**src/pkg/ready_ctl_pkg.sv**
```systemverilog
// Purpose: Shared constants and types for the ready-to-active controller.
// Assumes: One 125 MHz clock, APB register access.
// Notes: Offsets are byte addresses of aligned 32-bit words.
package ready_ctl_pkg;
  // Controller states.
  typedef enum logic [2:0] {
    ST_CONFIG = 3'b000,
    ST_READY = 3'b001,
    ST_WAKEUP = 3'b010,
    ST_STARTUP = 3'b011,
    ST_NORMAL_ACTIVE = 3'b100,
    ST_NORMAL_PASSIVE = 3'b101,
    ST_HALT = 3'b110
  } state_e;
  // Host command codes written to the command register.
  localparam logic [3:0] CMD_NONE = 4'h0;
  localparam logic [3:0] CMD_CONFIG = 4'h1;
  localparam logic [3:0] CMD_WAKEUP = 4'h2;
  localparam logic [3:0] CMD_RUN = 4'h3;
  localparam logic [3:0] CMD_ALLOW_COLDSTART = 4'h4;
  localparam logic [3:0] CMD_ALL_SLOTS = 4'h5;
  localparam logic [3:0] CMD_HALT = 4'h6;
  localparam logic [3:0] CMD_READY = 4'h7;
  localparam logic [3:0] CMD_CONFIG_COMPLETE = 4'h8;
  // Slot mode values.
  localparam logic [1:0] SLOT_KEY_SLOT_RESTRICTED_VALUE = 2'h0;
  localparam logic [1:0] SLOT_ALL_PENDING = 2'h1;
  localparam logic [1:0] SLOT_ALL = 2'h2;
  // Mechanism mode codes.
  localparam logic [1:0] FRAME_STANDBY = 2'h0;
  localparam logic [1:0] FRAME_GO = 2'h1;
  localparam logic [1:0] CLOCK_STANDBY = 2'h0;
  localparam logic [1:0] CLOCK_SYNC = 2'h1;
  localparam logic [1:0] CLOCK_FOLLOW_ONLY = 2'h2;
  localparam logic [1:0] MEDIA_STANDBY = 2'h0;
  localparam logic [1:0] MEDIA_KEY_SLOT_ONLY = 2'h1;
  localparam logic [1:0] MEDIA_ALL = 2'h2;
  // Channel indices.
  localparam int CH_A = 0;
  localparam int CH_B = 1;
  localparam int NUM_CH = 2;
  // Register byte offsets.
  localparam logic [7:0] OFS_CMD = 8'h00;
  localparam logic [7:0] OFS_CFG = 8'h04;
  localparam logic [7:0] OFS_STATUS = 8'h08;
  localparam logic [7:0] OFS_MODES = 8'h0C;
  // Reset values.
  localparam logic [1:0] RST_SLOT_MODE = SLOT_KEY_SLOT_RESTRICTED_VALUE;
  localparam logic RST_INHIBIT = 1'b1;
  localparam logic RST_QUIET = 1'b0;
  localparam logic RST_KEY_SYNC = 1'b0;
  localparam logic RST_KEY_ONLY = 1'b1;
endpackage : ready_ctl_pkg
```
**src/logic/quiet_flag.sv**
```systemverilog
// Purpose: One channel's quiet flag, cleared at element start, set at idle point.
// Assumes: Strobes are one-cycle pulses on the controller clock.
// Notes: Idle point wins if both strobes coincide.
`timescale 1ns/1ns
`default_nettype none
module quiet_flag (
  // Clock and reset.
  input wire logic clock,
  input wire logic resetn,
  // Bit strobing events.
  input wire logic element_start,
  input wire logic idle_point,
  // Flag out.
  output logic quiet_q
);
  logic quiet_d;

  // Next value of the flag.
  always_comb begin
    quiet_d = quiet_q;
    if (element_start) begin
      quiet_d = 1'b0;
    end
    if (idle_point) begin
      quiet_d = 1'b1;
    end
  end

  // Register the flag.
  always_ff @(posedge clock or negedge resetn) begin
    if (!resetn) begin
      quiet_q <= ready_ctl_pkg::RST_QUIET;
    end else begin
      quiet_q <= quiet_d;
    end
  end
endmodule : quiet_flag
`default_nettype wire

```
**src/logic/ready_ctl.sv**
```systemverilog
// Purpose: Protocol operation controller path from ready up to normal active.
// Assumes: Wakeup and startup procedures are external and report done pulses.
// Notes: Host commands arrive as APB writes to the command register.
`timescale 1ns/1ns
`default_nettype none
module ready_ctl (
  // Clock and reset.
  input wire logic clock,
  input wire logic resetn,
  // APB slave.
  input wire logic psel,
  input wire logic penable,
  input wire logic pwrite,
  input wire logic [7:0] paddr,
  input wire logic [31:0] pwdata,
  output logic [31:0] prdata,
  output logic pready,
  output logic pslverr,
  // Bit strobing events per channel.
  input wire logic [1:0] element_start,
  input wire logic [1:0] idle_point,
  // Procedure handshakes, cycle end, command pulses and status flags.
  input wire logic wakeup_done,
  input wire logic startup_done,
  input wire logic cycle_end,
  output logic wakeup_go,
  output logic startup_go,
  output logic status_reset,
  output logic terminate_all,
  output logic leading_start_inhibit_flag,
  output logic [1:0] channel_quiet_flags,
  // Mechanism modes.
  output logic [1:0] frame_mode_a,
  output logic [1:0] frame_mode_b,
  output logic [1:0] clock_mode,
  output logic [1:0] media_mode_a,
  output logic [1:0] media_mode_b
);
  ////////////////////////////////////////////////////////////////////////////
  ready_ctl_pkg::state_e state_q, state_d;
  logic inhibit_q, inhibit_d;
  logic [1:0] slot_q, slot_d;
  logic key_sync_q, key_sync_d;
  logic key_only_q, key_only_d;
  logic startup_ok_q, startup_ok_d;
  logic wakeup_go_q, wakeup_go_d;
  logic startup_go_q, startup_go_d;
  logic status_reset_q, status_reset_d;
  logic terminate_q, terminate_d;
  logic [1:0] fa_q, fa_d, fb_q, fb_d, cm_q, cm_d, ma_q, ma_d, mb_q, mb_d;
  logic [31:0] prdata_q, prdata_d;
  logic [1:0] quiet_q;
  logic wr_en, rd_en, cmd_wr, cfg_wr, addr_ok;
  logic [3:0] cmd;
  logic pready_q, pready_d, pslverr_q, pslverr_d;

  ////////////////////////////////////////////////////////////////////////////
  // Bus decode; the slave always answers in the first access cycle.
  assign wr_en = psel && penable && pwrite && pready_q;
  assign rd_en = psel && !penable && !pwrite;
  assign cmd_wr = wr_en && (paddr == ready_ctl_pkg::OFS_CMD);
  assign cfg_wr = wr_en && (paddr == ready_ctl_pkg::OFS_CFG);
  assign cmd = cmd_wr ? pwdata[3:0] : ready_ctl_pkg::CMD_NONE;
  assign addr_ok = (paddr == ready_ctl_pkg::OFS_CMD) || (paddr == ready_ctl_pkg::OFS_CFG) ||
                   (paddr == ready_ctl_pkg::OFS_STATUS) || (paddr == ready_ctl_pkg::OFS_MODES);

  ////////////////////////////////////////////////////////////////////////////
  // One flag per channel, indexed by channel identifier.
  for (genvar ch = 0; ch < ready_ctl_pkg::NUM_CH; ch++) begin : g_quiet
    quiet_flag u_quiet (
      .clock(clock),
      .resetn(resetn),
      .element_start(element_start[ch]),
      .idle_point(idle_point[ch]),
      .quiet_q(quiet_q[ch])
    );
  end

  ////////////////////////////////////////////////////////////////////////////
  // Controller next state. Pulse outputs drop by default so they last one cycle.
  always_comb begin
    state_d = state_q;
    inhibit_d = inhibit_q;
    slot_d = slot_q;
    key_sync_d = key_sync_q;
    key_only_d = key_only_q;
    startup_ok_d = startup_ok_q;
    wakeup_go_d = 1'b0;
    startup_go_d = 1'b0;
    status_reset_d = 1'b0;
    terminate_d = 1'b0;
    fa_d = fa_q;
    fb_d = fb_q;
    cm_d = cm_q;
    ma_d = ma_q;
    mb_d = mb_q;
    // Configuration is only taken in the configuration state.
    if (cfg_wr && state_q == ready_ctl_pkg::ST_CONFIG) begin
      key_sync_d = pwdata[0];
      key_only_d = pwdata[1];
    end
    unique case (state_q)
      ready_ctl_pkg::ST_CONFIG: begin
        if (cmd == ready_ctl_pkg::CMD_CONFIG_COMPLETE) begin
          state_d = ready_ctl_pkg::ST_READY;
          inhibit_d = 1'b1;
          // Slot mode takes its configured value only here.
          slot_d = key_only_q ? ready_ctl_pkg::SLOT_KEY_SLOT_RESTRICTED_VALUE : ready_ctl_pkg::SLOT_ALL;
        end
      end
      ready_ctl_pkg::ST_READY: begin
        unique case (cmd)
          ready_ctl_pkg::CMD_CONFIG: begin
            terminate_d = 1'b1;
            state_d = ready_ctl_pkg::ST_CONFIG;
          end
          ready_ctl_pkg::CMD_WAKEUP: begin
            wakeup_go_d = 1'b1;
            state_d = ready_ctl_pkg::ST_WAKEUP;
          end
          ready_ctl_pkg::CMD_RUN: begin
            // Status is reset this cycle; startup starts the next one.
            status_reset_d = 1'b1;
            startup_ok_d = 1'b0;
            state_d = ready_ctl_pkg::ST_STARTUP;
          end
          ready_ctl_pkg::CMD_ALLOW_COLDSTART: inhibit_d = 1'b0;
          ready_ctl_pkg::CMD_HALT: state_d = ready_ctl_pkg::ST_HALT;
          default: state_d = state_q;
        endcase
      end
      ready_ctl_pkg::ST_WAKEUP: begin
        if (wakeup_done) begin
          fa_d = ready_ctl_pkg::FRAME_STANDBY;
          fb_d = ready_ctl_pkg::FRAME_STANDBY;
          cm_d = ready_ctl_pkg::CLOCK_STANDBY;
          ma_d = ready_ctl_pkg::MEDIA_STANDBY;
          mb_d = ready_ctl_pkg::MEDIA_STANDBY;
          inhibit_d = 1'b1;
          state_d = ready_ctl_pkg::ST_READY;
        end
      end
      ready_ctl_pkg::ST_STARTUP: begin
        startup_go_d = status_reset_q;
        if (cmd == ready_ctl_pkg::CMD_ALLOW_COLDSTART) begin
          inhibit_d = 1'b0;
        end
        if (cmd == ready_ctl_pkg::CMD_READY) begin
          inhibit_d = 1'b1;
          state_d = ready_ctl_pkg::ST_READY;
        end else if (startup_done) begin
          startup_ok_d = 1'b1;
        end
        // Modes are applied at the end of the cycle in which startup succeeded.
        if ((startup_ok_q || startup_done) && cycle_end && cmd != ready_ctl_pkg::CMD_READY) begin
          fa_d = ready_ctl_pkg::FRAME_GO;
          fb_d = ready_ctl_pkg::FRAME_GO;
          cm_d = key_sync_q ? ready_ctl_pkg::CLOCK_SYNC : ready_ctl_pkg::CLOCK_FOLLOW_ONLY;
          ma_d = (slot_q == ready_ctl_pkg::SLOT_KEY_SLOT_RESTRICTED_VALUE) ? ready_ctl_pkg::MEDIA_KEY_SLOT_ONLY
                                                        : ready_ctl_pkg::MEDIA_ALL;
          mb_d = ma_d;
          state_d = ready_ctl_pkg::ST_NORMAL_ACTIVE;
        end
      end
      ready_ctl_pkg::ST_NORMAL_ACTIVE, ready_ctl_pkg::ST_NORMAL_PASSIVE: begin
        if (cmd == ready_ctl_pkg::CMD_ALLOW_COLDSTART) begin
          inhibit_d = 1'b0;
        end
        if (cmd == ready_ctl_pkg::CMD_ALL_SLOTS && slot_q == ready_ctl_pkg::SLOT_KEY_SLOT_RESTRICTED_VALUE) begin
          slot_d = ready_ctl_pkg::SLOT_ALL_PENDING;
        end
        if (cmd == ready_ctl_pkg::CMD_READY) begin
          inhibit_d = 1'b1;
          state_d = ready_ctl_pkg::ST_READY;
        end else if (cmd == ready_ctl_pkg::CMD_HALT) begin
          state_d = ready_ctl_pkg::ST_HALT;
        end
      end
      ready_ctl_pkg::ST_HALT: begin
        if (cmd == ready_ctl_pkg::CMD_CONFIG) begin
          slot_d = ready_ctl_pkg::RST_SLOT_MODE;
          state_d = ready_ctl_pkg::ST_CONFIG;
        end
      end
      default: state_d = ready_ctl_pkg::ST_CONFIG;
    endcase
  end

  ////////////////////////////////////////////////////////////////////////////
  // Register the controller state.
  always_ff @(posedge clock or negedge resetn) begin
    if (!resetn) begin
      state_q <= ready_ctl_pkg::ST_CONFIG;
      inhibit_q <= ready_ctl_pkg::RST_INHIBIT;
      slot_q <= ready_ctl_pkg::RST_SLOT_MODE;
      key_sync_q <= ready_ctl_pkg::RST_KEY_SYNC;
      key_only_q <= ready_ctl_pkg::RST_KEY_ONLY;
      startup_ok_q <= 1'b0;
      wakeup_go_q <= 1'b0;
      startup_go_q <= 1'b0;
      status_reset_q <= 1'b0;
      terminate_q <= 1'b0;
      fa_q <= ready_ctl_pkg::FRAME_STANDBY;
      fb_q <= ready_ctl_pkg::FRAME_STANDBY;
      cm_q <= ready_ctl_pkg::CLOCK_STANDBY;
      ma_q <= ready_ctl_pkg::MEDIA_STANDBY;
      mb_q <= ready_ctl_pkg::MEDIA_STANDBY;
    end else begin
      state_q <= state_d;
      inhibit_q <= inhibit_d;
      slot_q <= slot_d;
      key_sync_q <= key_sync_d;
      key_only_q <= key_only_d;
      startup_ok_q <= startup_ok_d;
      wakeup_go_q <= wakeup_go_d;
      startup_go_q <= startup_go_d;
      status_reset_q <= status_reset_d;
      terminate_q <= terminate_d;
      fa_q <= fa_d;
      fb_q <= fb_d;
      cm_q <= cm_d;
      ma_q <= ma_d;
      mb_q <= mb_d;
    end
  end

  ////////////////////////////////////////////////////////////////////////////
  // Read data is captured in the setup cycle so it comes from a flop.
  always_comb begin
    prdata_d = prdata_q;
    if (rd_en) begin
      prdata_d = 32'h0000_0000;
      if (paddr == ready_ctl_pkg::OFS_CFG) begin
        prdata_d[1:0] = {key_only_q, key_sync_q};
      end else if (paddr == ready_ctl_pkg::OFS_STATUS) begin
        prdata_d[2:0] = state_q;
        prdata_d[3] = inhibit_q;
        prdata_d[5:4] = slot_q;
        prdata_d[7:6] = quiet_q;
      end else if (paddr == ready_ctl_pkg::OFS_MODES) begin
        prdata_d[9:0] = {mb_q, ma_q, cm_q, fb_q, fa_q};
      end
    end
  end

  // Register read data.
  always_ff @(posedge clock or negedge resetn) begin
    if (!resetn) begin
      prdata_q <= 32'h0000_0000;
    end else begin
      prdata_q <= prdata_d;
    end
  end

  ////////////////////////////////////////////////////////////////////////////
  // Bus response flags are set at the setup edge so that they come from flops.
  // The price is a fixed single access cycle; no wait states can be added.
  always_comb begin
    pready_d = psel && !penable;
    pslverr_d = psel && !penable && !addr_ok;
  end

  // Register the bus response flags; both drop again at the access edge.
  always_ff @(posedge clock or negedge resetn) begin
    if (!resetn) begin
      pready_q <= 1'b0;
      pslverr_q <= 1'b0;
    end else begin
      pready_q <= pready_d;
      pslverr_q <= pslverr_d;
    end
  end

  ////////////////////////////////////////////////////////////////////////////
  // Outputs straight from flops; error flags an unmapped address.
  assign prdata = prdata_q;
  assign pready = pready_q;
  assign pslverr = pslverr_q;
  assign wakeup_go = wakeup_go_q;
  assign startup_go = startup_go_q;
  assign status_reset = status_reset_q;
  assign terminate_all = terminate_q;
  assign leading_start_inhibit_flag = inhibit_q;
  assign channel_quiet_flags = quiet_q;
  assign frame_mode_a = fa_q;
  assign frame_mode_b = fb_q;
  assign clock_mode = cm_q;
  assign media_mode_a = ma_q;
  assign media_mode_b = mb_q;
endmodule : ready_ctl
`default_nettype wire

```
**config.mk**
```make
export PLATFORM = sky130hd
export DESIGN_NAME = ready_ctl
export DESIGN_NICKNAME = d
export VERILOG_FILES = /design/src/pkg/ready_ctl_pkg.sv /design/src/logic/quiet_flag.sv /design/src/logic/ready_ctl.sv
export SDC_FILE = /design/constraint.sdc
export NUM_CORES = 1
export LEC_CHECK = 0
export BUFFER_PORTS_ARGS = -buffer_cell sky130_fd_sc_hd__buf_2
export CAP_MARGIN = 15
export CORE_MARGIN = 2
export CORE_UTILIZATION = 45
export DETAILED_ROUTE_END_ITERATION = 16
export HOLD_SLACK_MARGIN = 0.15
export PLACE_DENSITY = 0.79
export SLEW_MARGIN = 20
export SYNTH_ARGS = -nofsm -noshare
export SYNTH_HDL_FRONTEND = slang
export SYNTH_SLANG_ARGS = --single-unit
```
**constraint.sdc**
```tcl
create_clock -name clock -period 2.3 [get_ports clock]
set_input_delay 0.345 -clock clock [delete_from_list [all_inputs] [get_ports clock]]
set_output_delay 0.345 -clock clock [all_outputs]
set_load 0.005 [all_outputs]
```
-- Word-level counts from Yosys, hierarchy flattened
Index checks and enable logic that the tools add are counted.
- register bits after elaboration: 33
- logic and storage cells: 131
- input bits: 52
- multiplexer cells: 49
- reductions and logical operators: 35
- equality and inequality tests: 29
- operators by type and width (kind ; number):
    $mux W2 ; 12
    $mux W3 ; 7
    $mux W1 ; 18
    $pmux W3 S6 ; 1
    $eq A4 B3 Y1 const B ; 4
    $eq A8 B4 Y1 const B ; 2
    $mux W8 ; 2
    $logic_and A1 B1 Y1 ; 12
    $ne A2 B2 Y1 const B ; 6
    $pmux W2 S2 ; 3
    $pmux W3 S4 ; 1
    $mux W10 ; 1
    $eq A3 B3 Y1 const B ; 3
    $eq A4 B2 Y1 const B ; 2
    $eq A8 B3 Y1 const B ; 1
    $logic_not A8 Y1 ; 1
    $reduce_and A4 Y1 ; 2
    $reduce_bool A2 Y1 ; 4
    $eq A3 B2 Y1 const B ; 2
    $ne A3 B3 Y1 const B ; 2
    $pmux W2 S3 ; 1
    $reduce_and A3 Y1 ; 2
    $reduce_and A6 Y1 ; 1
    $ne A5 B3 Y1 const B ; 1
    16 further kinds ; 22

-- Depth between registers and ports, before layout
- depth in word-level cells: 9
- mapped depth: 6
- gate-level depth less buffers: 5

-- Modules after synthesis
From an unflattened synthesis, not the netlist that was laid out.
- cells, all modules: 202
- area total of the unflattened synthesis: 1953.1 um^2
- by module, submodules not included (module ; cells each ; instances ; seq. area each (um^2) ; area each (um^2)):
    ready_ctl ; 196 ; 1 ; 753.2 ; 1880.6
    quiet_flag ; 3 ; 2 ; 25.0 ; 36.3

-- Worst setup path before layout
OpenSTA, ideal clock, no wires.
- path type: input to register
- start: in paddr[5]
- end: reg state_q[1]
- slack: 224 ps
- data arrival time: 1948 ps
- buffers on the path: 0
- cell stages on the path: 5
- library setup time: 128 ps
- cells stage by stage: or4_4 > nor4_4 > nor3_1 > nor4_4 > mux2_1
- word-level cells in the longest chain between the ends: 7
- elaborated cells between the ends (all ways): 21
- RTL lines (what ; line ; source):
    from (decl) ; ready_ctl.sv:14 ; input wire logic [7:0] paddr,
    $logic_not A8 Y1 * ; ready_ctl.sv:61 ; assign cmd_wr = wr_en && (paddr == ready_ctl_pkg::OFS_CMD);
    $logic_and A1 B1 Y1 * ; ready_ctl.sv:61 ;
    $mux W4 * ; ready_ctl.sv:63 ; assign cmd = cmd_wr ? pwdata[3:0] : ready_ctl_pkg::CMD_NONE;
    $ne A4 B3 Y1 ; ready_ctl.sv:155 ; if ((startup_ok_q || startup_done) && cycle_end && cmd != ready_ctl_pkg::CMD_READY) begin
    $logic_and A1 B1 Y1 ; ready_ctl.sv:155 ;
    $ne A3 B3 Y1 (no line) or $mux W3 (tied branches) ; n/a ;
    $reduce_and A6 Y1 (no line) or $pmux W3 S6 (tied branches) ; n/a ;
    to (signal assigned) ; ready_ctl.sv:193 ; state_q <= ready_ctl_pkg::ST_CONFIG;
    to (signal assigned) ; ready_ctl.sv:209 ; state_q <= state_d;
    to (decl) ; ready_ctl.sv:40 ; ready_ctl_pkg::state_e state_q, state_d;
Mark *: on every way between the ends. The rest lies on a longest branch, timed or not.
A chain may end at the register's enable or synchronous reset.

-- Final worst setup path
Ends and elaborated chain as after synthesis.

==> qor.yml <==
status:
  status: "finished clean"
grt:
  grt.total_usage: 0.1771
  grt_antenna_before_repair: 0
  grt_pass1_wl_mm: 6.927
  grt_pass1_vias: 1487
  grt-ovfl-total: 0
  grt_max_degree: 33
setup_path:
  arrival_ns: 2.14
  cp_max_fo: 3
  reg2reg_depth: 5
  cp_slowest_cell: "or4_4"
  crit_required_ns: 2.46
  cp_slowest_stage_delay_ns: 0.56
  r2r-start: "pready$_DFF_PN0_"
  crit_path_start_kind: "input port"
  critPathCapture: "state_q[1]$_DFFE_PN0P_"
  startpoint: "paddr[5]"
  endpoint_kind: "flip-flop"
  worstPathCellList: "buf_2 -> or4_4 -> nor4_4 -> nor3_1 -> nor4_4 -> mux2_1"
  r2r_end: "state_q[2]$_DFFE_PN0P_"
  critPathKind: "input port to flip-flop"
  worst_path_most_repeated_cell: "nor4_4"
  reg2reg_slack_ns: 0.37
die:
  die_h_um: 69.90
  die_x_um: 69.90
  initial_utilization: 0.4783
  coreArea_um2: 4086
  die_area_um2: 4886
  std_cell_rows: 23
  pin_count: 103
power:
  switchingPower_mw: 0.6484
  swShare: 0.3536
  leakage_nw: 1.155
  p_int_mw: 1.185
  ir_drop_mv: 0.4801
  clkPwrFrac: 0.243
  powerDensity_nw_per_um2: 805.3
  power.share.combinational: 0.348
  power.total_mw: 1.834
  p_seq_frac: 0.409
route:
  firstDrtPassIters: 4
  via_per_inst: 5.228
  dr_wl_met2_mm: 1.997
  drcViolationCount: 0
  vias: 1626
  drtIter0Drc: 95
  routedWlPerCell_um: 13.45
  postRouteAntennaNets: 0
  drt_wl_total_mm: 4.183
  wl_met1_mm: 1.853
  met3_length_um: 249
  highest_layer: "met4"
place:
  io_buffers: 50
  placed_cells: 302
  dpl.hpwl_mm: 3.212
  place_ws_ns: 0.01719
  gp_congestion: 0.9049
cells_and_area:
  syn_to_final_growth_pct: 16.52
  layout-drive-gt1-share: 0.3180
  final_cell_mix: "50 x buf_2, 30 x dfrtp_1, 24 x conb_1"
  layout.cells.non_filler: 311
  fin_nets: 312
  num_antenna_cells: 0
  n_fill_cell: 407
  fin_util: 0.5573
  final_common_cell: "buf_2"
synthesis:
  ys_types: 50
  syn_inst: 208
  ys_seq_area_frac: 0.4110
  ys.flop_type: "dfrtp_1"
  ys_warn_count: 0
  synth_edf_count: 0
  async_flop_share: 1.000
  syn_area_per_cell_um2: 9.396
  ys_seq_elements: 32
  synth_area_um2: 1954
timing:
  fin_worst_skew_ns: 0.007619
  max_slew_margin: 0.5248
  timing.final.crit_share: 0.8610
  period_minus_slack_ns: 1.980
  setup_slack_ns: 0.3197
  max_slew.worst_pin.slew_ns: 0.7127
  rsz0062_at_grt: "false"
  fmax_ghz: 0.5050
  setup_tns_ns: 0
  hold_viol: 0
  setup_viol: 0
  slew_viol_final: 0
clock_tree:
  post_cts_buffers: 0
  clockRootBuffer: "clkbuf_8"
  clockBufferDepth: 2
  cts-resized-gates: 0
  cts_max_level: 2
  numCtsBuffers: 5
  path_clk_slew_ns: 0.07
  cts_tree: "yes"
  clkLatencyLatePin_ns: 0.29
  clkSinkCount: 32
min_path:
  min-delay-path-class: "input port to flip-flop"
job:
  cap_violations: 0
-- synth_stat cells, types with 2 or more instances --
cell type,instances,area share
and4_1,6,0.027
nor4_4,2,0.022
nor3_1,6,0.015
dfrtp_1,30,0.38
nand2_1,17,0.033
clkbuf_1,8,0.015
nand3_1,3,0.0077
nor4_1,2,0.0064
or3b_2,2,0.0090
buf_4,29,0.11
inv_1,6,0.012
nor2_1,17,0.033
a22o_1,4,0.018
o21ai_0,12,0.031
mux2_2,3,0.017
or4_4,2,0.012
nand3b_1,3,0.012
nand2b_1,3,0.0096
o31ai_1,2,0.0077
o2bb2ai_1,2,0.0090
nand4_1,3,0.0096
dfstp_2,2,0.027
a21o_1,4,0.015
nor2b_1,2,0.0064
a21oi_1,8,0.020
mux2i_1,6,0.031
-- metrics by stage --
stage / hold slack [ns] / cell area [um^2]
after global routing: 0.2396 / 2277
final: 0.2373 / 2277
after CTS: 0.2309 / 2277
after detailed placement: 0.4371 / 2175
after floorplan: 0.04941 / 2041
after global placement: 0.4355 / 2175
-- metal layers --
metal | track usage | up-vias
li1 | - | 798
met2 | 0.2698 | 60
met5 | 0 | -
met3 | 0.04473 | 7
met4 | 0.07051 | 0
met1 | 0.2413 | 761
-- worst min path at each step --
stage	from	endpoint	slack [ns]	cells past startpoint
5_1_grt	idle_point[1]	g_quiet[1].u_quiet.quiet_q$_DFFE_PN0P_	0.24	2
4_1_cts	idle_point[0]	g_quiet[0].u_quiet.quiet_q$_DFFE_PN0P_	0.23	2
2_1_floorplan	resetn	clock_mode[0]$_DFFE_PN0P_	0.05	0
6_report	idle_point[1]	g_quiet[1].u_quiet.quiet_q$_DFFE_PN0P_	0.24	2
3_5_place_dp	resetn	g_quiet[1].u_quiet.quiet_q$_DFFE_PN0P_	0.44	1
3_3_place_gp	resetn	prdata[0]$_DFFE_PN0P_	0.44	1
-- cell type report --
| class | count | area [um^2] | area share |
|---|---|---|---|
| multi-input combinational | 153 | 953.4 | 0.4187 |
| sequential | 32 | 803.3 | 0.3527 |
| timing repair buffer | 62 | 342.8 | 0.1505 |
| clock buffer | 6 | 82.58 | 0.03626 |
| tap | 50 | 62.56 | 0.02747 |
| inverter | 6 | 22.52 | 0.009890 |
| clock inverter | 2 | 10.01 | 0.004396 |
-- registers in the layout, summed over array words and instances, names as in the netlist --
signal                      cells
g_quiet.u_quiet.quiet_q         2
startup_go                      1
startup_ok_q                    1
frame_mode_b                    1
slot_q                          2
status_reset                    1
leading_start_inhibit_flag      1
clock_mode                      2
wakeup_go                       1
media_mode_b                    2
terminate_all                   1
pslverr                         1
prdata                         10
key_sync_q                      1
state_q                         3
key_only_q                      1
pready                          1
-- worst max-delay path: cells and delay by family --
| family | cells | cell delay (ns) |
|---|---|---|
| buffers and inverters | 1 | 0.10 |
| multiplexers | 1 | 0.35 |
| AND/OR/NAND/NOR | 4 | 1.34 |
-- cells by family after synthesis --
family | share of synthesized area
buffers and inverters | 0.1453
and+or+nand+nor | 0.2324
AOI/OAI and AO/OA | 0.1556
muxes | 0.05378
other | 0.001919
DFF | 0.4110
-- what timing repair did --
| item | 4_1_cts | 5_1_grt |
|---|---|---|
| hold endpoints to repair | 30 | 0 |
| endpoints found under the setup margin | 0 | 0 |
| hold buffers | 1 | 0 |
-- power groups by stage --
| stage | combinational [mW] | sequential [mW] | clock [mW] |
|---|---|---|---|
| after floorplan | 0.553 | 0.683 | 0 |
| after global placement | 0.626 | 0.752 | 0 |
| after detailed placement | 0.641 | 0.756 | 0 |
| after CTS | 0.644 | 0.747 | 0.461 |
| after global routing | 0.706 | 0.761 | 0.485 |
| final | 0.638 | 0.749 | 0.446 |
(Power assumes the default switching activity.)
